===== src/rtl/adcwc_cfg.svh =====
// offsets, field positions, reset values and event bits of the converter control block
// assumes: included by the package and the design files by bare name
`ifndef ADCWC_CFG_SVH
`define ADCWC_CFG_SVH

// register byte offsets, one aligned word each
`define ADCWC_OFS_MODE0 8'h00
`define ADCWC_OFS_MODE2 8'h04
`define ADCWC_OFS_CHSEL 8'h08
`define ADCWC_OFS_UPPER 8'h0c
`define ADCWC_OFS_LOWER 8'h10
`define ADCWC_OFS_RESULT 8'h14
`define ADCWC_OFS_STAT 8'h18
`define ADCWC_OFS_MASK 8'h1c

// field positions
`define ADCWC_BIT_CE 0
`define ADCWC_BIT_TYP 0
`define ADCWC_BIT_RCK 3
`define ADCWC_BIT_NEGREF 5
`define ADCWC_BIT_PREF_LO 6
`define ADCWC_BIT_PREF_HI 7
`define ADCWC_BIT_ISS 7

// reset values
`define ADCWC_RST_MODE0 8'h00
`define ADCWC_RST_MODE2 8'h00
`define ADCWC_RST_CHSEL 8'h00
`define ADCWC_RST_UPPER 8'hff
`define ADCWC_RST_LOWER 8'h00
`define ADCWC_RST_MASK 3'h0

// channel code limits
`define ADCWC_CH_LAST_LOW 5'h0e
`define ADCWC_CH_FIRST_HIGH 5'h10
`define ADCWC_CH_LAST_HIGH 5'h14

// sticky event bits
`define ADCWC_EV_DONE 0
`define ADCWC_EV_SUPP 1
`define ADCWC_EV_BADCH 2
`define ADCWC_EV_NUM 3

`endif


===== src/rtl/adcwc_pkg.sv =====
// types and shared decode of the converter control block
// assumes: adcwc_cfg.svh on the include path
package adcwc_pkg;
  `include "adcwc_cfg.svh"

  typedef logic [7:0] adcwc_byte_t;

  typedef enum logic [1:0] {
    ADCWC_SRC_PIN = 2'b00,
    ADCWC_SRC_TEMP = 2'b01,
    ADCWC_SRC_IREF = 2'b10,
    ADCWC_SRC_BAD = 2'b11
  } adcwc_src_e;

  // classify a channel select byte; bits 6:5 must stay zero
  function automatic adcwc_src_e adcwc_classify(input adcwc_byte_t v);
    logic [4:0] code;
    code = v[4:0];
    if (v[6:5] != 2'h0) begin
      return ADCWC_SRC_BAD;
    end
    if (v[`ADCWC_BIT_ISS]) begin
      if (code == 5'h00) begin
        return ADCWC_SRC_TEMP;
      end
      if (code == 5'h01) begin
        return ADCWC_SRC_IREF;
      end
      return ADCWC_SRC_BAD;
    end
    if (code <= `ADCWC_CH_LAST_LOW) begin
      return ADCWC_SRC_PIN;
    end
    if (code >= `ADCWC_CH_FIRST_HIGH && code <= `ADCWC_CH_LAST_HIGH) begin
      return ADCWC_SRC_PIN;
    end
    return ADCWC_SRC_BAD;
  endfunction : adcwc_classify
endpackage : adcwc_pkg


===== src/rtl/adcwc_range_chk.sv =====
// result range check: one cycle from a valid result to its verdict
// assumes: limits and mode are stable software settings, sampled with the result
`timescale 1ns/1ps
module adcwc_range_chk (
  // clock and reset
  input wire logic clk,
  input wire logic rst,
  // result in
  input wire logic valid,
  input wire adcwc_pkg::adcwc_byte_t result8,
  input wire adcwc_pkg::adcwc_byte_t lower,
  input wire adcwc_pkg::adcwc_byte_t upper,
  input wire logic outside_mode,
  // verdict out
  output logic done,
  output logic pass
);
  import adcwc_pkg::*;

  logic done_ff;
  logic pass_ff;
  logic in_window;

  assign in_window = (lower <= result8) && (result8 <= upper);

  always_ff @(posedge clk) begin
    if (rst) begin
      done_ff <= 1'b0;
    end else begin
      done_ff <= valid;
    end
  end

  always_ff @(posedge clk) begin
    if (rst) begin
      pass_ff <= 1'b0;
    end else if (valid) begin
      // limits inclusive on both edges in either mode
      if (outside_mode) begin
        pass_ff <= (result8 <= lower) || (upper <= result8);
      end else begin
        pass_ff <= in_window;
      end
    end
  end

  assign done = done_ff;
  assign pass = pass_ff;
endmodule : adcwc_range_chk


===== src/rtl/adcwc_ctrl.sv =====
// digital control of a successive-approximation converter, AHB-Lite slave
// assumes: conv_done pulses one cycle with conv_data valid; single word transfers
// Summary of operation
// - mode 2 bit 5 picks the minus reference: 0 ground, 1 reference pin
// - range mode 0: interrupt only when lower <= result <= upper
// - range mode 1: interrupt only when result <= lower or result >= upper
// - mode 2 bit 0: 0 gives 10-bit results, 1 gives 8-bit results
// - internal source 0: 5-bit code picks pins 0-14 and 16-20
// - internal source 1: code 0 temperature, 1 reference; other codes refused
`timescale 1ns/1ps
`include "adcwc_cfg.svh"
module adcwc_ctrl (
  // clock and reset
  input wire logic clk,
  input wire logic rst,
  // ahb-lite slave
  input wire logic hsel,
  input wire logic [31:0] haddr,
  input wire logic [1:0] htrans,
  input wire logic hwrite,
  input wire logic [2:0] hsize,
  input wire logic [31:0] hwdata,
  input wire logic hready,
  output logic [31:0] hrdata,
  output logic hreadyout,
  output logic hresp,
  // converter core
  input wire logic conv_done,
  input wire logic [9:0] conv_data,
  output logic comparator_enable,
  output logic resolution_select,
  output logic neg_ref_select,
  output logic [1:0] pos_ref_select,
  output logic internal_source_select,
  output logic [4:0] channel_code,
  output logic temp_sensor_sel,
  output logic int_ref_sel,
  // interrupts
  output logic conversion_end_irq,
  output logic irq
);
  import adcwc_pkg::*;

  //////////////////////////////////////////////////////////////////////////////
  // bus capture
  logic addr_ok;
  logic wr_ph_ff;
  logic [7:0] wa_ff;
  logic [31:0] hrdata_ff;
  logic hreadyout_ff;
  logic hresp_ff;

  // registers
  adcwc_byte_t mode0_ff;
  adcwc_byte_t mode2_ff;
  adcwc_byte_t chsel_ff;
  adcwc_byte_t upper_ff;
  adcwc_byte_t lower_ff;
  logic [9:0] result_ff;
  logic [`ADCWC_EV_NUM-1:0] stat_ff;
  logic [`ADCWC_EV_NUM-1:0] mask_ff;
  logic [`ADCWC_EV_NUM-1:0] nxt_stat;
  logic [`ADCWC_EV_NUM-1:0] ev_set;
  logic tsel_ff;
  logic rsel_ff;
  logic irq_ff;
  logic endirq_ff;

  // conversion path
  logic conv_take;
  logic [9:0] conv_masked;
  logic chk_valid_ff;
  logic chk_done;
  logic chk_pass;
  logic stat_rd;
  logic wr_mode0;
  logic wr_mode2;
  logic wr_chsel;
  adcwc_src_e wr_src;

  // full word single transfers only; hsize is not checked beyond that
  assign addr_ok = hsel && hready && htrans[1];

  //////////////////////////////////////////////////////////////////////////////
  // register read mux, evaluated in the address phase
  function automatic logic [31:0] rd_word(input logic [7:0] a);
    case (a)
      `ADCWC_OFS_MODE0: rd_word = {24'h0, mode0_ff};
      `ADCWC_OFS_MODE2: rd_word = {24'h0, mode2_ff};
      `ADCWC_OFS_CHSEL: rd_word = {24'h0, chsel_ff};
      `ADCWC_OFS_UPPER: rd_word = {24'h0, upper_ff};
      `ADCWC_OFS_LOWER: rd_word = {24'h0, lower_ff};
      `ADCWC_OFS_RESULT: rd_word = {22'h0, result_ff};
      `ADCWC_OFS_STAT: rd_word = {29'h0, stat_ff};
      `ADCWC_OFS_MASK: rd_word = {29'h0, mask_ff};
      default: rd_word = 32'h0;
    endcase
  endfunction : rd_word

  always_ff @(posedge clk) begin
    if (rst) begin
      wr_ph_ff <= 1'b0;
      wa_ff <= 8'h00;
    end else begin
      wr_ph_ff <= addr_ok && hwrite;
      wa_ff <= haddr[7:0];
    end
  end

  always_ff @(posedge clk) begin
    if (rst) begin
      hrdata_ff <= 32'h0;
    end else if (addr_ok && !hwrite) begin
      hrdata_ff <= rd_word(haddr[7:0]);
    end
  end

  // zero wait states, always OKAY; unmapped reads return zero
  always_ff @(posedge clk) begin
    if (rst) begin
      hreadyout_ff <= 1'b0;
      hresp_ff <= 1'b0;
    end else begin
      hreadyout_ff <= 1'b1;
      hresp_ff <= 1'b0;
    end
  end

  //////////////////////////////////////////////////////////////////////////////
  // register writes in the data phase
  assign wr_mode0 = wr_ph_ff && (wa_ff == `ADCWC_OFS_MODE0);
  assign wr_mode2 = wr_ph_ff && (wa_ff == `ADCWC_OFS_MODE2);
  assign wr_chsel = wr_ph_ff && (wa_ff == `ADCWC_OFS_CHSEL);
  assign wr_src = adcwc_classify(hwdata[7:0]);

  always_ff @(posedge clk) begin
    if (rst) begin
      mode0_ff <= `ADCWC_RST_MODE0;
    end else if (wr_mode0) begin
      mode0_ff <= hwdata[7:0];
    end
  end

  always_ff @(posedge clk) begin
    if (rst) begin
      mode2_ff <= `ADCWC_RST_MODE2;
    end else if (wr_mode2) begin
      // bit 5 minus reference, bit 3 range mode, bit 0 resolution
      mode2_ff <= hwdata[7:0];
    end
  end

  // a prohibited code is refused so the multiplexer never sees it
  always_ff @(posedge clk) begin
    if (rst) begin
      chsel_ff <= `ADCWC_RST_CHSEL;
      tsel_ff <= 1'b0;
      rsel_ff <= 1'b0;
    end else if (wr_chsel && wr_src != ADCWC_SRC_BAD) begin
      chsel_ff <= hwdata[7:0];
      tsel_ff <= (wr_src == ADCWC_SRC_TEMP);
      rsel_ff <= (wr_src == ADCWC_SRC_IREF);
    end
  end

  // limits have no effect on reset beyond the open window
  always_ff @(posedge clk) begin
    if (rst) begin
      upper_ff <= `ADCWC_RST_UPPER;
      lower_ff <= `ADCWC_RST_LOWER;
    end else if (wr_ph_ff) begin
      if (wa_ff == `ADCWC_OFS_UPPER) begin
        upper_ff <= hwdata[7:0];
      end
      if (wa_ff == `ADCWC_OFS_LOWER) begin
        lower_ff <= hwdata[7:0];
      end
    end
  end

  always_ff @(posedge clk) begin
    if (rst) begin
      mask_ff <= `ADCWC_RST_MASK;
    end else if (wr_ph_ff && wa_ff == `ADCWC_OFS_MASK) begin
      mask_ff <= hwdata[`ADCWC_EV_NUM-1:0];
    end
  end

  //////////////////////////////////////////////////////////////////////////////
  // conversion capture; a stopped comparator produces nothing to check
  assign conv_take = conv_done && mode0_ff[`ADCWC_BIT_CE];
  // 8-bit results sit in the top bits, low two bits forced to zero
  assign conv_masked = mode2_ff[`ADCWC_BIT_TYP] ? {conv_data[9:2], 2'b00} : conv_data;

  always_ff @(posedge clk) begin
    if (rst) begin
      result_ff <= 10'h000;
      chk_valid_ff <= 1'b0;
    end else begin
      chk_valid_ff <= conv_take;
      if (conv_take) begin
        result_ff <= conv_masked;
      end
    end
  end

  // the limits are 8 bits wide, so the top eight result bits are compared
  adcwc_range_chk u_chk (
    .clk(clk),
    .rst(rst),
    .valid(chk_valid_ff),
    .result8(result_ff[9:2]),
    .lower(lower_ff),
    .upper(upper_ff),
    .outside_mode(mode2_ff[`ADCWC_BIT_RCK]),
    .done(chk_done),
    .pass(chk_pass)
  );

  always_ff @(posedge clk) begin
    if (rst) begin
      endirq_ff <= 1'b0;
    end else begin
      endirq_ff <= chk_done && chk_pass;
    end
  end

  //////////////////////////////////////////////////////////////////////////////
  // sticky events; a read of the status word clears it, a new event wins
  assign stat_rd = addr_ok && !hwrite && (haddr[7:0] == `ADCWC_OFS_STAT);

  always_comb begin
    ev_set = '0;
    ev_set[`ADCWC_EV_DONE] = chk_done && chk_pass;
    ev_set[`ADCWC_EV_SUPP] = chk_done && !chk_pass;
    ev_set[`ADCWC_EV_BADCH] = wr_chsel && (wr_src == ADCWC_SRC_BAD);
    nxt_stat = (stat_rd ? '0 : stat_ff) | ev_set;
  end

  always_ff @(posedge clk) begin
    if (rst) begin
      stat_ff <= '0;
    end else begin
      stat_ff <= nxt_stat;
    end
  end

  always_ff @(posedge clk) begin
    if (rst) begin
      irq_ff <= 1'b0;
    end else begin
      irq_ff <= |(nxt_stat & mask_ff);
    end
  end

  //////////////////////////////////////////////////////////////////////////////
  // outputs
  assign hrdata = hrdata_ff;
  assign hreadyout = hreadyout_ff;
  assign hresp = hresp_ff;
  assign comparator_enable = mode0_ff[`ADCWC_BIT_CE];
  assign resolution_select = mode2_ff[`ADCWC_BIT_TYP];
  assign neg_ref_select = mode2_ff[`ADCWC_BIT_NEGREF];
  assign pos_ref_select = {mode2_ff[`ADCWC_BIT_PREF_HI], mode2_ff[`ADCWC_BIT_PREF_LO]};
  assign internal_source_select = chsel_ff[`ADCWC_BIT_ISS];
  assign channel_code = chsel_ff[4:0];
  assign temp_sensor_sel = tsel_ff;
  assign int_ref_sel = rsel_ff;
  assign conversion_end_irq = endirq_ff;
  assign irq = irq_ff;
endmodule : adcwc_ctrl


===== config.mk =====
export PLATFORM = sky130hd
export DESIGN_NAME = adcwc_ctrl
export DESIGN_NICKNAME = d
export VERILOG_FILES = /design/src/rtl/adcwc_pkg.sv /design/src/rtl/adcwc_range_chk.sv /design/src/rtl/adcwc_ctrl.sv
export VERILOG_INCLUDE_DIRS = /design/src /design/src/rtl
export SDC_FILE = /design/constraint.sdc
export NUM_CORES = 1
export LEC_CHECK = 0
export BUFFER_PORTS_ARGS = -buffer_cell sky130_fd_sc_hd__buf_2
export CAP_MARGIN = 20
export CELL_PAD_IN_SITES_DETAIL_PLACEMENT = 0
export CELL_PAD_IN_SITES_GLOBAL_PLACEMENT = 1
export CORE_AREA = 8 8 120 122
export CTS_CLUSTER_SIZE = 28
export DETAILED_ROUTE_END_ITERATION = 7
export DIE_AREA = 0 0 128 130
export PLACE_DENSITY = 0.86
export SETUP_SLACK_MARGIN = 0.02
export SYNTH_ARGS = -nofsm -noshare
export SYNTH_HDL_FRONTEND = slang
export SYNTH_HIERARCHICAL = 1
export SYNTH_SLANG_ARGS = --single-unit

===== constraint.sdc =====
create_clock -name clk -period 2 [get_ports clk]
set_input_delay 0.3 -clock clk [delete_from_list [all_inputs] [get_ports clk]]
set_output_delay 0.3 -clock clk [all_outputs]
set_load 0.1 [all_outputs]

==> impl_metrics.toml <==
[outcome]
status = "completed"

[placed_design]
dp_slack_ns = -0.0267
gp_congestion = 0.837
port_buffers = 58
dp.final_hpwl_mm = 8.43

[setup_path]
cp-end-kind = "flop"
arrival_ns = 2.06
cp_max_fo = 4
required_ns = 2.25
path_cells = "inv_1 > ha_1 > nor2b_4 > o211ai_2 > a21oi_2 > o2111a_1 > a211oi_1"
r2r_slack_ns = 0.18
cp_slowest_cell = "dfxtp_1"
critPathLaunchType = "flop"
path_buf_inv = 1
critPathMaxStageDelay_ns = 0.44
worstSetupPathType = "reg -> reg"
crit_family = "compound AO/OA/AOI/OAI gates"

[clocking]
cts_tree = "yes"
cts_buffers = 9
clk_path_buf_depth = 2
htreeDepth = 3
clock-root-buffer = "clkbuf_16"
holdBufCountCts = 0
cts_setup_buffers = 0
cts.clk_slew.worst_paths_ns = 0.06
clock_sink_count = 83
clk_latency_ns = 0.33
cts_resized = 0

[route]
drt_wl_total_mm = 11.1
wl_per_cell_um = 16.7
vias = 3293
drt_iter0_drc = 277
drcViolationCount = 0
drt_pass1_iterations = 4
vias_per_cell = 4.95
detail-route-antenna-nets = 0

[synth]
ys_seq_area_share_pct = 40.0
synth_flop_cell = "dfxtp_1"
synth_seq_cells = 83
synthArstFlopShare_pct = 0
synth_edf_count = 0
syn_area_mm2 = 0.00416
ys_warn_count = 6
syn_avg_cell_area_um2 = 9.45
netlist_instances = 440
synth.distinct_cells = 49

[floorplanning]
rows = 41
die_w_um = 128
dieArea_mm2 = 0.0166
start_util_pct = 33.5
die_h_um = 130
core_mm2 = 0.0124
ios = 134

[grt]
grt.total_usage_pct = 13.5
antenna_found_initial = 0
grt_pass1_wl_mm = 17.5
grt_pass1_vias = 3327
grt_max_degree = 35
grt_overflow = 0

[sta]
skew_ns = 0.00474
fmax_mhz = 550
rsz0062_at_grt = "false"
drv_slew = 0
finalWorstSetupSlack_ns = 0.182
hold_violations = 0
tightestPinTransition_ns = 0.851
min_period_ns = 1.82
setup_violations = 0
post-route-period-util_pct = 90.9
fin_tns_setup_ns = 0
slew_headroom_pct = 42.8

[layout]
fin_util_pct = 39.2
diodes = 0
final_common_cell = "dfxtp_1"
area_delta_synth_final_pct = 16.9
fin_nets = 589
drive_above_1_share_pct = 22.9
mostFrequentLayoutCells = "dfxtp_1 (83), buf_2 (58), mux2i_1 (43)"

[pwr]
ir_drop_v = 0.000341
cellLeakagePower_nw = 2.08
power.density_mw_per_mm2 = 802

[run]
max-cap-violations = 0

[min_path]
hold_path.class = "in -> reg"
==> worst paths after layout <==
path,from,end,cells after the start
worst min register to register,hrdata[2]$_SDFFE_PP0P_,hrdata[2]$_SDFFE_PP0P_,2
worst max register to register,result_ff[3]$_SDFFE_PP0P_,u_chk/pass$_SDFFE_PP0P_,7
worst max-delay path,result_ff[3]$_SDFFE_PP0P_,u_chk/pass$_SDFFE_PP0P_,7
worst min-delay path,haddr[0],wa_ff[0]$_SDFF_PP0_,2
==> flip-flops by register name, summed over array words and instances (netlist names), 8 cells and up <==
| signal | flops |
|---|---|
| chsel_ff | 8 |
| hrdata | 10 |
| lower_ff | 8 |
| mode0_ff | 8 |
| mode2_ff | 8 |
| result_ff | 10 |
| upper_ff | 8 |
| wa_ff | 8 |
==> metal layers <==
layer	routed length (um)	part of all wire, %	GRT usage (%)	up-vias
met5	0	0	0	-
met3	634	5.7	2.98	9
met2	5420	49	23.0	81
met4	122	1.1	5.31	0
met1	4900	44	16.3	1600
li1	-	-	-	1603
==> logic make-up (layout without fill, tap and decap cells) <==
logic type | Yosys count | count (layout) | synth area share (%)
compound gates | 61 | 61 | 10.0
buf+inv | 77 | 108 | 9.72
other cells | 1 | 23 | 0.0902
fa+ha+maj | 16 | 16 | 4.81
simple gates | 147 | 147 | 18.8
mux | 55 | 55 | 16.6
flops | 83 | 83 | 40.0
==> cell usage after synthesis, types with 2 or more instances <==
cell type	number	area share, %
nand2b_1	3	0.45
and2_1	3	0.45
nor3_1	2	0.24
nand4_1	12	1.8
or4_4	2	0.54
nand2_1	38	3.4
nor2b_1	13	2.0
buf_1	4	0.36
and3_1	3	0.45
inv_1	20	1.8
clkbuf_1	21	1.9
nor3b_1	4	0.72
o31ai_1	8	1.4
mux4_2	11	6.0
buf_4	30	5.4
nand4b_1	4	0.84
buf_2	2	0.24
a211oi_1	2	0.36
a32o_1	2	0.48
dfxtp_1	83	40
o21ai_0	6	0.72
nand3b_1	8	1.4
nor2_1	38	3.4
or3_1	2	0.30
nor4_1	5	0.75
a21oi_1	27	3.2
ha_1	16	4.8
nand3_1	3	0.36
mux2i_1	43	10
o211ai_2	6	1.8
==> power by group <==
part | leakage [nW] | internal, mW | switching, mW
Sequential | 0.671 | 1.66 | 0.00737
Combinational | 1.25 | 0.0783 | 0.321
Clock | 0.162 | 1.17 | 0.662
==> through the flow <==
step | std cells | area (um^2) | total power [mW] | hold WS (ns)
final | 665 | 4860 | 3.90 | 0.193
after global routing | 665 | 4860 | 4.02 | 0.204
after CTS | 665 | 4860 | 3.93 | 0.187
after detailed placement | 649 | 4520 | 2.10 | 0.442
after global placement | 649 | 4520 | 2.10 | 0.438
after floorplan | 462 | 4240 | 2.05 | 0.372
==> final cells by class <==
cell class                 instances  area (um^2)
clock inverter                     5         85.1
tap                              172          215
fill                            1247         7550
sequential                        83         1660
clock buffer                      11          253
multi-input combinational        302         2180
inverter                          20         75.1
timing repair buffer              72          395
(Power assumes the default switching activity.)
